<file path="src/design/pg_pkg.sv">
/*
  constants, types and helpers shared by the gpio port block.
  assumes a 125 MHz core clock and a 32-bit apb register bus.
*/
package pg_pkg;

  // ---------------------------------------------------------------
  // sizes
  // ---------------------------------------------------------------
  localparam int PG_NPIN = 5;
  localparam int PG_NREG = 8;

  // ---------------------------------------------------------------
  // register byte offsets (pin x config at PG_OFS_CFG0 + 4*x)
  // ---------------------------------------------------------------
  localparam logic [11:0] PG_OFS_CFG0   = 12'h000;
  localparam logic [11:0] PG_OFS_CTRL   = 12'h014;
  localparam logic [11:0] PG_OFS_ENSRC  = 12'h018;
  localparam logic [11:0] PG_OFS_VSSRC  = 12'h01C;
  localparam logic [11:0] PG_OFS_REGBIT = 12'h020;
  localparam logic [11:0] PG_OFS_EVENT  = 12'h024;
  localparam logic [11:0] PG_OFS_STATUS = 12'h028;

  // ---------------------------------------------------------------
  // field positions
  // ---------------------------------------------------------------
  localparam int PG_CF_FUNC = 0;
  localparam int PG_CF_POL  = 2;
  localparam int PG_CF_MODE = 3;
  localparam int PG_CF_WEN  = 4;
  localparam int PG_CF_WSTY = 5;
  localparam int PG_CF_PULL = 6;
  localparam int PG_CF_OSRC = 8;
  localparam int PG_CT_DEB  = 0;
  localparam int PG_CT_QOFF = 4;
  localparam int PG_CT_CKON = 5;
  localparam int PG_CT_PAUS = 6;

  // ---------------------------------------------------------------
  // reset values
  // ---------------------------------------------------------------
  localparam logic [10:0] PG_CFG_RST  = 11'h000;
  localparam logic [6:0]  PG_CTRL_RST = 7'h00;

  // ---------------------------------------------------------------
  // encodings
  // ---------------------------------------------------------------
  localparam logic [1:0] PG_FN_ALT = 2'h0;
  localparam logic [1:0] PG_FN_GPI = 2'h1;
  localparam logic [1:0] PG_FN_OD  = 2'h2;
  localparam logic [1:0] PG_FN_PP  = 2'h3;
  localparam logic [2:0] PG_OS_MODE  = 3'h0;
  localparam logic [2:0] PG_OS_SEQ   = 3'h1;
  localparam logic [2:0] PG_OS_CLK   = 3'h2;
  localparam logic [2:0] PG_OS_FAULT = 3'h3;

  typedef enum logic [1:0] {
    PG_PM_QUIESC = 2'b00,
    PG_PM_ACTIVE = 2'b01,
    PG_PM_OFF    = 2'b11,
    PG_PM_RESET  = 2'b10
  } pg_pmode_t;

  // ---------------------------------------------------------------
  // timing
  // ---------------------------------------------------------------
  localparam int PG_CLK_MHZ   = 125;
  localparam int PG_FAULT_MS  = 100;
  localparam int PG_FAULT_CYC = PG_FAULT_MS * 1000 * PG_CLK_MHZ;
  localparam int PG_TICK_MS   = 1;
  localparam int PG_TICK_CYC  = PG_TICK_MS * 1000 * PG_CLK_MHZ;
  // cycles after reset before pin edges count: two sync flops, filter, edge flop
  localparam logic [2:0] PG_ARM_CYC = 3'h4;

  // debounce time in millisecond ticks per setting
  function automatic logic [3:0] pg_deb_ticks(input logic [1:0] sel);
    case (sel)
      2'h0:    return 4'h1;
      2'h1:    return 4'h2;
      2'h2:    return 4'h5;
      default: return 4'hA;
    endcase
  endfunction : pg_deb_ticks

  // source code 0 = none, 1..3 = pin of that number
  function automatic logic pg_pick(input logic [1:0] s, input logic [4:0] e);
    return (s != 2'h0) && e[s];
  endfunction : pg_pick

endpackage : pg_pkg

</file>
<file path="src/design/pg_filter.sv">
/*
  one pin input: two-stage synchroniser and optional debounce.
  assumes a one-cycle millisecond tick from the same clock.
*/
`timescale 1ns/1ps
`default_nettype none
module pg_filter
  import pg_pkg::*;
(
  input  wire logic       clk,
  input  wire logic       nrst,
  input  wire logic       pin,
  input  wire logic       deb_on,
  input  wire logic       tick,
  input  wire logic [3:0] limit,
  output logic            lvl
);
  logic       s1_q;
  logic       s2_q;
  logic       lvl_q;
  logic [3:0] cnt_q;

  // ---------------------------------------------------------------
  // sync and filter
  // ---------------------------------------------------------------
  wire differ = s2_q ^ lvl_q;
  wire done   = tick && (cnt_q + 4'h1 >= limit);

  // level must stay changed for the whole debounce time
  always_ff @(posedge clk or negedge nrst) begin
    if (!nrst) begin
      s1_q  <= 1'b0;
      s2_q  <= 1'b0;
      lvl_q <= 1'b0;
      cnt_q <= 4'h0;
    end else begin
      s1_q  <= pin;
      s2_q  <= s1_q;
      if (!deb_on || (differ && done)) lvl_q <= s2_q;
      if (!differ || !deb_on) cnt_q <= 4'h0;
      else if (tick) cnt_q <= cnt_q + 4'h1;
    end
  end

  assign lvl = lvl_q;
endmodule : pg_filter
`default_nettype wire

</file>
<file path="src/design/pg_top.sv">
/*
  five-pin gpio port of a power management device with apb registers.
  assumes apb master on MCLK, power mode and sequencer from same clock,
  pins, supply comparator and 32 kHz clock arriving asynchronously.
*/
// The implementer's own choices: the register offsets and the APB slave port.
`timescale 1ns/1ps
`default_nettype none
module pg_top
  import pg_pkg::*;
#(
  parameter int unsigned FAULT_CYCLES = PG_FAULT_CYC,
  parameter int unsigned TICK_CYCLES  = PG_TICK_CYC
) (
  input  wire logic        MCLK,
  input  wire logic        NRST,
  input  wire logic        PSEL,
  input  wire logic        PENABLE,
  input  wire logic        PWRITE,
  input  wire logic [11:0] PADDR,
  input  wire logic [31:0] PWDATA,
  output logic      [31:0] PRDATA,
  output logic             PREADY,
  output logic             PSLVERR,
  input  wire logic [4:0]  GPIO_IN,
  output logic      [4:0]  GPIO_OUT,
  output logic      [4:0]  GPIO_OE,
  output logic      [4:0]  GPIO_PU,
  output logic      [4:0]  GPIO_PD,
  input  wire logic [1:0]  PWR_MODE,
  input  wire logic        SLOW_CLK_IN,
  input  wire logic        VSYS_LOW,
  input  wire logic        SEQ_CLK_EN,
  input  wire logic [4:0]  SEQ_OUT,
  input  wire logic        SEQ_WR,
  input  wire logic [7:0]  SEQ_REG_EN,
  input  wire logic [7:0]  SEQ_REG_AB,
  output logic      [7:0]  REG_EN,
  output logic      [7:0]  REG_AB,
  output logic             SYSTEM_ENABLE_INPUT_BIT,
  output logic             POWER_ENABLE_INPUT_BIT,
  output logic             PWRDOWN_REQ,
  output logic             WAKEUP_REQ,
  output logic             WDOG_CLR,
  output logic             WDOG_HOLD,
  output logic             WAIT_EDGE,
  output logic             EVENT_PEND
);
  logic [10:0] cfg_q [PG_NPIN];
  logic [6:0]  ctrl_q;
  logic [15:0] ensrc_q;
  logic [15:0] vssrc_q;
  logic [7:0]  en_q, en_d, ab_q, ab_d;
  logic [4:0]  ev_q, act_q;
  logic        rdy_q, err_q, sys_q, pwr_q;
  logic [31:0] rd_q;
  logic        pd_q, wk_q, kclr_q, khold_q, wait_q, pend_q;
  logic [4:0]  out_q, oe_q, pu_q, pd5_q;
  logic        v1_q, v2_q, c1_q, c2_q, flt_q;
  logic [23:0] fcnt_q;
  logic [16:0] tcnt_q;
  logic [2:0]  arm_q;

  // ---------------------------------------------------------------
  // apb slave: one wait state, registered read data
  // ---------------------------------------------------------------
  wire        acc   = PSEL && PENABLE;
  wire        first = acc && !rdy_q;
  wire        wr    = acc && rdy_q && PWRITE;
  wire [11:0] a     = PADDR;
  wire        a_cfg = (a[11:2] < 10'(PG_NPIN)) && (a[1:0] == 2'h0);
  wire [2:0]  a_idx = a[4:2];
  wire        hit   = a_cfg || a == PG_OFS_CTRL || a == PG_OFS_ENSRC
                      || a == PG_OFS_VSSRC || a == PG_OFS_REGBIT
                      || a == PG_OFS_EVENT || a == PG_OFS_STATUS;
  wire [4:0]  lvl;
  wire [31:0] stat_w = {24'h00_0000, khold_q, pwr_q, sys_q, act_q};
  wire [31:0] rdat =
    a_cfg                ? {21'h00_0000, cfg_q[a_idx]} :
    a == PG_OFS_CTRL     ? {25'h000_0000, ctrl_q} :
    a == PG_OFS_ENSRC    ? {16'h0000, ensrc_q} :
    a == PG_OFS_VSSRC    ? {16'h0000, vssrc_q} :
    a == PG_OFS_REGBIT   ? {16'h0000, ab_q, en_q} :
    a == PG_OFS_EVENT    ? {27'h000_0000, ev_q} :
    a == PG_OFS_STATUS   ? stat_w : 32'h0000_0000;

  // answer one cycle into the access phase; unmapped gives error
  always_ff @(posedge MCLK or negedge NRST) begin
    if (!NRST) begin
      rdy_q <= 1'b0;
      err_q <= 1'b0;
      rd_q  <= 32'h0000_0000;
    end else begin
      rdy_q <= first;
      err_q <= first && !hit;
      if (first && !PWRITE) rd_q <= rdat;
    end
  end

  // configuration writes
  always_ff @(posedge MCLK or negedge NRST) begin
    if (!NRST) begin
      for (int i = 0; i < PG_NPIN; i++) cfg_q[i] <= PG_CFG_RST;
      ctrl_q  <= PG_CTRL_RST;
      ensrc_q <= 16'h0000;
      vssrc_q <= 16'h0000;
    end else if (wr) begin
      if (a_cfg) cfg_q[a_idx] <= {PWDATA[10:8], 1'b0, PWDATA[6:0]};
      if (a == PG_OFS_CTRL) ctrl_q <= PWDATA[6:0];
      if (a == PG_OFS_ENSRC) ensrc_q <= PWDATA[15:0];
      if (a == PG_OFS_VSSRC) vssrc_q <= PWDATA[15:0];
    end
  end

  // ---------------------------------------------------------------
  // per-pin decode and input filters
  // ---------------------------------------------------------------
  pg_pmode_t pm;
  assign pm = pg_pmode_t'(PWR_MODE);
  wire quiesc  = (pm == PG_PM_QUIESC);
  wire mode_on = quiesc || (pm == PG_PM_ACTIVE);
  wire tick    = (tcnt_q == 17'(TICK_CYCLES - 1));
  wire [3:0] deb_lim = pg_deb_ticks(ctrl_q[PG_CT_DEB +: 2]);
  // reset levels are not pin levels: no edges until the pipeline has settled
  wire armed   = (arm_q == PG_ARM_CYC);
  wire ck_on   = (SEQ_CLK_EN || ctrl_q[PG_CT_CKON])
                 && !(quiesc && ctrl_q[PG_CT_PAUS]);

  logic [4:0] gpi, alt, od, pp, inr, pol, mbit, wen, wsty, pull, det, act;
  logic [4:0] rise, fall, srcl;
  logic [2:0] osrc [PG_NPIN];

  for (genvar i = 0; i < PG_NPIN; i++) begin : g_pin
    assign gpi[i]  = cfg_q[i][PG_CF_FUNC +: 2] == PG_FN_GPI;
    assign alt[i]  = cfg_q[i][PG_CF_FUNC +: 2] == PG_FN_ALT;
    assign od[i]   = cfg_q[i][PG_CF_FUNC +: 2] == PG_FN_OD;
    assign pp[i]   = cfg_q[i][PG_CF_FUNC +: 2] == PG_FN_PP;
    assign inr[i]  = gpi[i] || alt[i];
    assign pol[i]  = cfg_q[i][PG_CF_POL];
    assign mbit[i] = cfg_q[i][PG_CF_MODE];
    assign wen[i]  = cfg_q[i][PG_CF_WEN];
    assign wsty[i] = cfg_q[i][PG_CF_WSTY];
    assign pull[i] = cfg_q[i][PG_CF_PULL];
    assign osrc[i] = cfg_q[i][PG_CF_OSRC +: 3];
    // two flops inside, debounce on mode bit for inputs
    pg_filter u_flt (
      .clk    (MCLK),
      .nrst   (NRST),
      .pin    (GPIO_IN[i]),
      .deb_on (inr[i] && mbit[i]),
      .tick   (tick),
      .limit  (deb_lim),
      .lvl    (lvl[i])
    );
    // edges only counted while detection is allowed
    assign det[i]  = mode_on && !(quiesc && ctrl_q[PG_CT_QOFF] && inr[i]);
    assign act[i]  = pol[i] ? lvl[i] : !lvl[i];
    assign rise[i] = det[i] && armed && act[i] && !act_q[i];
    assign fall[i] = det[i] && armed && !act[i] && act_q[i];
    // output source; forwarding only on pins 0,1,3
    assign srcl[i] =
      osrc[i][2]            ? ((i != 2 && i != 4) ? lvl[osrc[i][1:0]] : mbit[i]) :
      osrc[i] == PG_OS_SEQ   ? SEQ_OUT[i] :
      osrc[i] == PG_OS_CLK   ? c2_q && ck_on :
      osrc[i] == PG_OS_FAULT ? (!flt_q) ^ mbit[i] : mbit[i];
  end

  wire [4:0] grise = rise & gpi;
  wire [4:0] gfall = fall & gpi;
  // only input-role pins raise events; system enable assert also does
  wire [4:0] ev_set = grise | {alt[4] && rise[4], 4'h0};
  wire ev_clr_wr = wr && (a == PG_OFS_EVENT);
  wire [4:0] ev_d = (ev_q & ~(ev_clr_wr ? PWDATA[4:0] : 5'h00)) | ev_set;
  wire wake = |(gpi & wen & ((wsty & act & det) | (~wsty & rise)))
              || (alt[2] && wen[2] && rise[2])
              || (alt[4] && rise[4]);

  // ---------------------------------------------------------------
  // regulator bits: pin edges beat software, software beats sequencer
  // ---------------------------------------------------------------
  wire reg_wr = wr && (a == PG_OFS_REGBIT);
  always_comb begin
    en_d = en_q;
    ab_d = ab_q;
    for (int k = 0; k < PG_NREG; k++) begin
      if (pg_pick(ensrc_q[2*k +: 2], grise)) en_d[k] = 1'b1;
      else if (pg_pick(ensrc_q[2*k +: 2], gfall)) en_d[k] = 1'b0;
      else if (reg_wr) en_d[k] = PWDATA[k];
      else if (SEQ_WR && ensrc_q[2*k +: 2] == 2'h0) en_d[k] = SEQ_REG_EN[k];
      if (pg_pick(vssrc_q[2*k +: 2], grise)) ab_d[k] = 1'b1;
      else if (pg_pick(vssrc_q[2*k +: 2], gfall)) ab_d[k] = 1'b0;
      else if (reg_wr) ab_d[k] = PWDATA[8+k];
      else if (SEQ_WR && vssrc_q[2*k +: 2] == 2'h0) ab_d[k] = SEQ_REG_AB[k];
    end
  end

  // ---------------------------------------------------------------
  // state: edges, events, alternate functions, regulators
  // ---------------------------------------------------------------
  always_ff @(posedge MCLK or negedge NRST) begin
    if (!NRST) begin
      act_q   <= 5'h00;
      ev_q    <= 5'h00;
      pend_q  <= 1'b0;
      en_q    <= 8'h00;
      ab_q    <= 8'h00;
      sys_q   <= 1'b0;
      pwr_q   <= 1'b0;
      pd_q    <= 1'b0;
      wk_q    <= 1'b0;
      kclr_q  <= 1'b0;
      khold_q <= 1'b0;
      wait_q  <= 1'b0;
      arm_q   <= 3'h0;
    end else begin
      act_q   <= act;
      ev_q    <= ev_d;
      pend_q  <= |ev_d;
      en_q    <= en_d;
      ab_q    <= ab_d;
      if (alt[4] && rise[4]) sys_q <= 1'b1;
      else if (alt[4] && fall[4]) sys_q <= 1'b0;
      if (alt[2] && rise[2]) pwr_q <= 1'b1;
      else if (alt[2] && fall[2]) pwr_q <= 1'b0;
      pd_q    <= alt[4] && fall[4];
      wk_q    <= wake;
      kclr_q  <= alt[0] && rise[0];
      khold_q <= alt[0] && det[0] && act[0];
      wait_q  <= grise[3];
      if (!armed) arm_q <= arm_q + 3'h1;
    end
  end

  // ---------------------------------------------------------------
  // pin drivers; off modes release every output enable, pulls and settings stay
  // ---------------------------------------------------------------
  always_ff @(posedge MCLK or negedge NRST) begin
    if (!NRST) begin
      out_q <= 5'h00;
      oe_q  <= 5'h00;
      pu_q  <= 5'h00;
      pd5_q <= 5'h00;
    end else begin
      out_q <= pp & srcl;
      oe_q  <= mode_on ? (pp | (od & ~srcl)) : 5'h00;
      pu_q  <= od & pull;
      pd5_q <= inr & pull;
    end
  end

  // ---------------------------------------------------------------
  // supply fault timer, slow clock sync, millisecond tick
  // ---------------------------------------------------------------
  always_ff @(posedge MCLK or negedge NRST) begin
    if (!NRST) begin
      v1_q   <= 1'b0;
      v2_q   <= 1'b0;
      c1_q   <= 1'b0;
      c2_q   <= 1'b0;
      fcnt_q <= 24'h00_0000;
      flt_q  <= 1'b0;
      tcnt_q <= 17'h0_0000;
    end else begin
      v1_q   <= VSYS_LOW;
      v2_q   <= v1_q;
      c1_q   <= SLOW_CLK_IN;
      c2_q   <= c1_q;
      // strictly more than the fault time before asserting
      if (!v2_q) fcnt_q <= 24'h00_0000;
      else if (fcnt_q <= 24'(FAULT_CYCLES)) fcnt_q <= fcnt_q + 24'h00_0001;
      flt_q  <= v2_q && (fcnt_q > 24'(FAULT_CYCLES));
      tcnt_q <= tick ? 17'h0_0000 : tcnt_q + 17'h0_0001;
    end
  end

  assign PRDATA      = rd_q;
  assign PREADY      = rdy_q;
  assign PSLVERR     = err_q;
  assign GPIO_OUT    = out_q;
  assign GPIO_OE     = oe_q;
  assign GPIO_PU     = pu_q;
  assign GPIO_PD     = pd5_q;
  assign REG_EN      = en_q;
  assign REG_AB      = ab_q;
  assign SYSTEM_ENABLE_INPUT_BIT  = sys_q;
  assign POWER_ENABLE_INPUT_BIT  = pwr_q;
  assign PWRDOWN_REQ = pd_q;
  assign WAKEUP_REQ  = wk_q;
  assign WDOG_CLR    = kclr_q;
  assign WDOG_HOLD   = khold_q;
  assign WAIT_EDGE   = wait_q;
  assign EVENT_PEND  = pend_q;
endmodule : pg_top
`default_nettype wire

</file>
<file path="config.mk">
export PLATFORM = sky130hd
export DESIGN_NAME = pg_top
export DESIGN_NICKNAME = d
export VERILOG_FILES = /design/src/design/pg_pkg.sv /design/src/design/pg_filter.sv /design/src/design/pg_top.sv
export SDC_FILE = /design/constraint.sdc
export NUM_CORES = 1
export LEC_CHECK = 0
export ABC_AREA = 1
export CORE_MARGIN = 4
export CORE_UTILIZATION = 34
export CTS_CLUSTER_DIAMETER = 150
export DETAILED_ROUTE_END_ITERATION = 10
export DONT_BUFFER_PORTS = 1
export GPL_TIMING_DRIVEN = 0
export SLEW_MARGIN = 5
export SYNTH_ARGS = -nofsm -noshare
export SYNTH_HDL_FRONTEND = slang
export SYNTH_SLANG_ARGS = --single-unit
</file>
<file path="constraint.sdc">
create_clock -name MCLK -period 1.7 [get_ports MCLK]
set_input_delay 0 -clock MCLK [delete_from_list [all_inputs] [get_ports MCLK]]
set_output_delay 0 -clock MCLK [all_outputs]
set_load 0.05 [all_outputs]
</file>
# Word level (Yosys, flattened, before mapping)

Cells that the tools add are included.

Input port bits: 81
Register bits: 266
Word-level logic and storage cells: 621

Multiplexer cells: 192
Bitwise logic cells: 30
Add/sub/neg operators: 8
Equal/unequal tests: 42
Reductions and logical operators: 251
$lt $le $gt $ge: 29

Operators by type and width:

| kind                                                       | number |
|---|---|
| two-way mux 1 bit                                          | 128 |
| logical AND 1 bit                                          | 122 |
| two-way mux 16 bit                                         | 5 |
| less-than comparator 2 x 4 -> 1 bit, second input constant | 19 |
| binary-select mux 1 bit (select 2 bit)                     | 35 |
| nonzero test 4 bit                                         | 16 |
| bitwise AND 5 bit                                          | 11 |
| bitwise mux 55 bit                                         | 1 |
| zero test 2 bit                                            | 24 |
| two-way mux 24 bit                                         | 2 |
| nonzero test 2 bit                                         | 23 |
| two-way mux 4 bit                                          | 10 |
| equality test 12 x 5 -> 1 bit, second input constant       | 3 |
| equality test 12 x 6 -> 1 bit, second input constant       | 3 |
| zero test 1 bit                                            | 35 |
| binary-select mux 11 bit (select 3 bit)                    | 1 |
| demux 11 bit (select 3 bit)                                | 1 |
| two-way mux 11 bit                                         | 3 |
| equality test 3 x 2 -> 1 bit, second input constant        | 10 |
| logical OR 1 bit                                           | 25 |
| adder 24 x 1 -> 24 bit, second input constant              | 1 |
| greater-than comparator 24 bit, second input constant      | 1 |
| less-or-equal comparator 24 bit, second input constant     | 1 |
| equality test 2 bit, second input constant                 | 11 |
| 23 further kinds                                           | 61 |

# Depth between registers and ports, before layout

Word-level depth: 14
Gate-level depth with buffers: 13

# Cells and area by module

Synthesis repeated with hierarchy kept, for this count alone.

Cell total of the unflattened synthesis: 1,851
Area, all modules: 13,948.4 µm²

By module, submodules not included:

| module    | area each (µm²) | sequential area each (µm²) | cells an instance | instances |
|---|---|---|---|---|
| pg_top    | 11,827.6        | 5,255.0                    | 1,591             | 1 |
| pg_filter | 424.2           | 175.2                      | 52                | 5 |

# Least setup slack after synthesis

Ideal clock, no wire load.

Path type: flip-flop to flip-flop
Start: reg rdy_q, in the netlist PREADY
End: reg en_q[0], in the netlist REG_EN[0]
Data required time: 1.581 ns
Stages on the path, launching flop included: 10
Period minus slack after synthesis: 1.781 ns
Setup slack: -0.081 ns
Buffers on the path: 2
Data arrival time: 1.662 ns
Cell sequence: dfrtp_1 -> nand4_1 -> inv_1 -> nand2_2 -> buf_6 -> buf_6 -> nand2_1 -> o21ai_0 -> nand3_1 -> nand2_1

Word-level cells in the longest chain between the ends: 6

RTL lines:

| item                                | line          | RTL |
|---|---|---|
| from (decl)                         | pg_top.sv:55  | `logic rdy_q, err_q, sys_q, pwr_q;` |
| from (signal assigned)              | pg_top.sv:94  | `rdy_q <= first;` |
| logical AND 1 bit (*) (2 in series) | pg_top.sv:69  | `wire wr = acc && rdy_q && PWRITE;` |
| logical AND 1 bit (*)               | pg_top.sv:181 | `wire reg_wr = wr && (a == PG_OFS_REGBIT);` |
| two-way mux 1 bit                   | pg_top.sv:188 | `else if (reg_wr) en_d[k] = PWDATA[k];` |
| two-way mux 1 bit                   | pg_top.sv:187 | `else if (pg_pick(ensrc_q[2*k +: 2], gfall)) en_d[k] = 1'b0;` |
| two-way mux 1 bit                   | pg_top.sv:186 | `if (pg_pick(ensrc_q[2*k +: 2], grise)) en_d[k] = 1'b1;` |
| to (signal assigned)                | pg_top.sv:219 | `en_q <= en_d;` |
| to (decl)                           | pg_top.sv:53  | `logic [7:0] en_q, en_d, ab_q, ab_d;` |

Mark *: on every way between the ends. The rest lies on a longest branch, timed or not.
A chain may end at the register's enable or synchronous reset.

# Worst setup path in the final report

Start: reg rdy_q, in the netlist PREADY
End: reg cfg_q[25] in the netlist's numbering

Word-level cells in the longest chain between the ends: 3

RTL lines:

| item                            | line          | RTL |
|---|---|---|
| logical AND 1 bit (2 in series) | pg_top.sv:69  |  |
| AND reduction 2 bit (no line)   | -             |  |
| to (signal, indexed assignment) | pg_top.sv:108 | `if (a_cfg) cfg_q[a_idx] <= {PWDATA[10:8], 1'b0, PWDATA[6:0]};` |
| to (decl)                       | pg_top.sv:49  | `logic [10:0] cfg_q [PG_NPIN];` |

No other way between the ends.

==> metrics.md <==
| Metric | Value |
|---|---|
| Tightest Pin Transition | 0.787 ns |
| DIE WIDTH | 210 µm |
| Worst ir drop on vdd | between 0.7 and 0.8 mV |
| Crit path launch type | register |
| Pwr/cell area | approximately 800 mW/mm² |
| Cell Area, Placed | 0.0146 mm² |
| Root Driver | clkbuf_16 |
| First-pass GRT wire length | between 70000 and 80000 µm |
| Final period util | 1.06 |
| Nets | ~2100 |
| CTS Buf Count | 29 |
| RSZ-0062 raised after global routing | true |
| Commonest non-fill, non-tap cell in the layout | nand2_1 |
| Worst Path Arrival | 2.22 ns |
| Hold WS | -0.868 ns |
| Die area | ~0.044 mm² |
| Design Area, Final | between 0.015 and 0.02 mm² |
| H-tree Lvls | 1 |
| Clock Path Buffers | 3 |
| Post-Syn Area per Cell | 7.62 µm² |
| Register Area | approximately 0.006 mm² |
| PnR worst setup slack | -0.108 ns |
| Pre-antenna DRT Iters | 8 |
| Overall Global Routing Usage | 0.211 |
| Routed Antenna Nets | 0 |
| Worst slack, placed | -0.831 ns |
| #FFs+latches synth | 245 |
| Worst Path Required | 2.11 ns |
| Most used cell, CP | nand4_1 |
| Largest net degree at the start of global routing | 246 |
| Site row count | 73 |
| Worst-case reg-to-reg path depth | 7 |
| Detail Placement HPWL | roughly 34000 µm |
| Worst-Skew Late Latency | ~0.57 ns |
| Multi-input logic area | 0.00760 mm² |
| Detailed-route via count | 13595 |
| Fin crit period | 1.81 ns |
| Syn Std Cell Area | between 0.01 and 0.015 mm² |
| Vias in the first global route | 12961 |
| Total of max-cap violations | 0 |
| YS warnings | 0 |
| Crit path largest cell delay | about 0.56 ns |
| Crit end category | register |
| Reg-to-reg setup timing slack | -0.11 ns |
| Fin. Hold Viols | 245 |
| Status | finished with violations |
| Routed WL | 48800 µm |
| CP Depth | 7 |
| Worst path cell trace | nand4_1 -> buf_6 -> nor2_4 -> nand4_1 -> buf_4 -> nand2_1 -> o21ai_1 |
| Drc violations | 0 |
| Sequential area share after synthesis | 0.443 |
| Hold Path Class | primary input to asynchronous set/reset pin |
| Slew headroom | 0.475 |
| DR vias/cell | 5.34 |
| Core area | 0.0400 mm² |
| Cell family with most CP delay | simple AND/OR/NAND/NOR gates |
| CP max FO | 5 |
| Initial core utilization | 0.346 |
| Pleak | just over 8 nW |
| CTS Hold Buffers Added | 61 |
| Share of cells above drive strength 1 | 0.210 |
| Most frequent cells in the layout | 407 x nand2_1, 230 x dfrtp_1, 191 x inv_1 |
| Final Setup Violations | 50 |
| Gr ovfl total | 0 |
| Max Clock Freq | 553 MHz |
| Layout Area Growth over Synthesis | 31.5% |
| Die height | 210 µm |
| Initial antenna violation count | 0 |
| Synthesized instance count | 1815 |
| Worst path bufs/invs | 2 |
| DR WL/cell | 19.2 µm |
| CTS tree | done |
| Num ports | 159 |
| Fin Clk Skew | ~0.014 ns |
| Slowest CP cell | dfrtp_2 |
| Initial drt markers | 1472 |
| Max Slew Vio Count | 0 |
| Netlist cell types | 49 |
| WS Path Type | register to register |
| Layout fillers | 3918 |
| Clk sinks | 245 |
| Clock slew at reported path FFs | 0.06 ns |
| Failing checks | negative hold slack, negative setup slack |
| RD Place Congestion | 0.953 |
| Port bufs | 0 |
[cells by family (layout without fill, tap and decap cells)]
family          count (synthesis)  count (layout)  share of synthesized area
simple gates                  879             880                      0.281
compound gates                318             318                      0.122
buf+inv                       277             465                     0.0827
flops                         245             245                      0.443
xor+xnor                       49              49                     0.0310
fa+ha+maj                      30              30                     0.0271
mux                            16              16                     0.0128
other cells                     1              17                   0.000271
[sequential cells by signal, summed over array words and instances, names as in the netlist, 8 cells and up]
name / cells
PRDATA: 16
vssrc_q: 16
fcnt_q: 24
REG_AB: 8
cfg_q: 50
g_pin.u_flt.cnt_q: 20
tcnt_q: 17
REG_EN: 8
ensrc_q: 16
[cells in the mapped netlist (all sizes together)]
cell	number	area, µm²
a21bo	1	10.0
a21oi	86	430
a22o	4	35.0
a32oi	1	8.76
and2	2	12.5
and3	7	43.8
buf	37	241
clkbuf	23	86.3
clkinv	3	11.3
conb	1	3.75
dfrtp	245	6130
ha	30	375
inv	214	806
mux2	14	158
mux2i	2	20.0
nand2	457	1740
nand3	148	773
nand3b	5	37.5
nand4	59	369
nor2	140	584
nor2b	1	6.26
nor3	48	252
nor3b	1	7.51
nor4	7	43.8
o2111ai	1	8.76
o211ai	10	75.1
o21a	1	7.51
o21ai	201	1020
o21bai	2	15.0
o22ai	11	68.8
or2	4	25.0
xnor2	12	105
xor2	37	324
[worst register-to-register path, cell delays in order (launching register included)]
cell	delay [ns]
dfrtp_2	0.56
nand4_1	0.15
buf_6	0.17
nor2_4	0.15
nand4_1	0.25
buf_4	0.26
nand2_1	0.05
o21ai_1	0.06
[metrics by stage]
step	util	cells	hold slack (ns)	power (mW)	TNS [ns]
floorplan	-	1830	-0.296	6.83	0
finish	0.455	2545	-0.868	14.6	-2.91
detailed placement	0.364	2355	-0.288	7.05	-44.94
CTS	0.434	2522	-0.902	14.7	-0.266
global route	0.455	2544	-0.901	15.0	-9.89
global placement	0.364	2355	-0.290	7.04	-39.84
[cell type report]
type | instances | area share
Sequential cell | 245 | 0.338
Multi-Input combinational cell | 1309 | 0.418
Antenna cell | 1 | 0.000138
Clock inverter | 23 | 0.0223
Clock buffer | 30 | 0.0401
Buffer | 59 | 0.0256
Inverter | 217 | 0.0475
Tap cell | 525 | 0.0361
Timing Repair Buffer | 134 | 0.0715
Timing Repair inverter | 2 | 0.000894
[layer usage]
metal | GRT usage | wire (µm) | vias up
li1 | - | - | 6357
met1 | 0.297 | 21000 | 6559
met2 | 0.335 | 22400 | 581
met3 | 0.0390 | 3990 | 98
met4 | 0.0601 | 1440 | 0
met5 | 0 | 0 | -
[power by group]
group	switching [mW]	internal (mW)	leakage, nW
Clock	2.65	4.78	0.550
Sequential	0.414	5.94	3.26
Combinational	0.492	0.304	4.47
[final timing paths]
| kind | from | to |
|---|---|---|
| worst min register to register | g_pin[3].u_flt.s1_q$_DFF_PN0_ | g_pin[3].u_flt.s2_q$_DFF_PN0_ |
| min in group MCLK | GPIO_IN[3] | g_pin[3].u_flt.s1_q$_DFF_PN0_ |
| max in group asynchronous | NRST | vssrc_q[14]$_DFFE_PN0P_ |
| worst max-delay path | PREADY$_DFF_PN0_ | cfg_q[25]$_DFFE_PN0P_ |
| worst max register to register | PREADY$_DFF_PN0_ | cfg_q[25]$_DFFE_PN0P_ |
| worst min-delay path | NRST | tcnt_q[16]$_DFF_PN0_ |
[timing repair]
item | CTS | global route
endpoints found under the setup margin | 181 | 161
cloned | 5 | 3
hold endpoints to repair | 388 | 245
resized for setup | 178 | 232
pin swaps | 53 | 56
buffers inserted | 49 | 20
(Power assumes the default switching activity.)
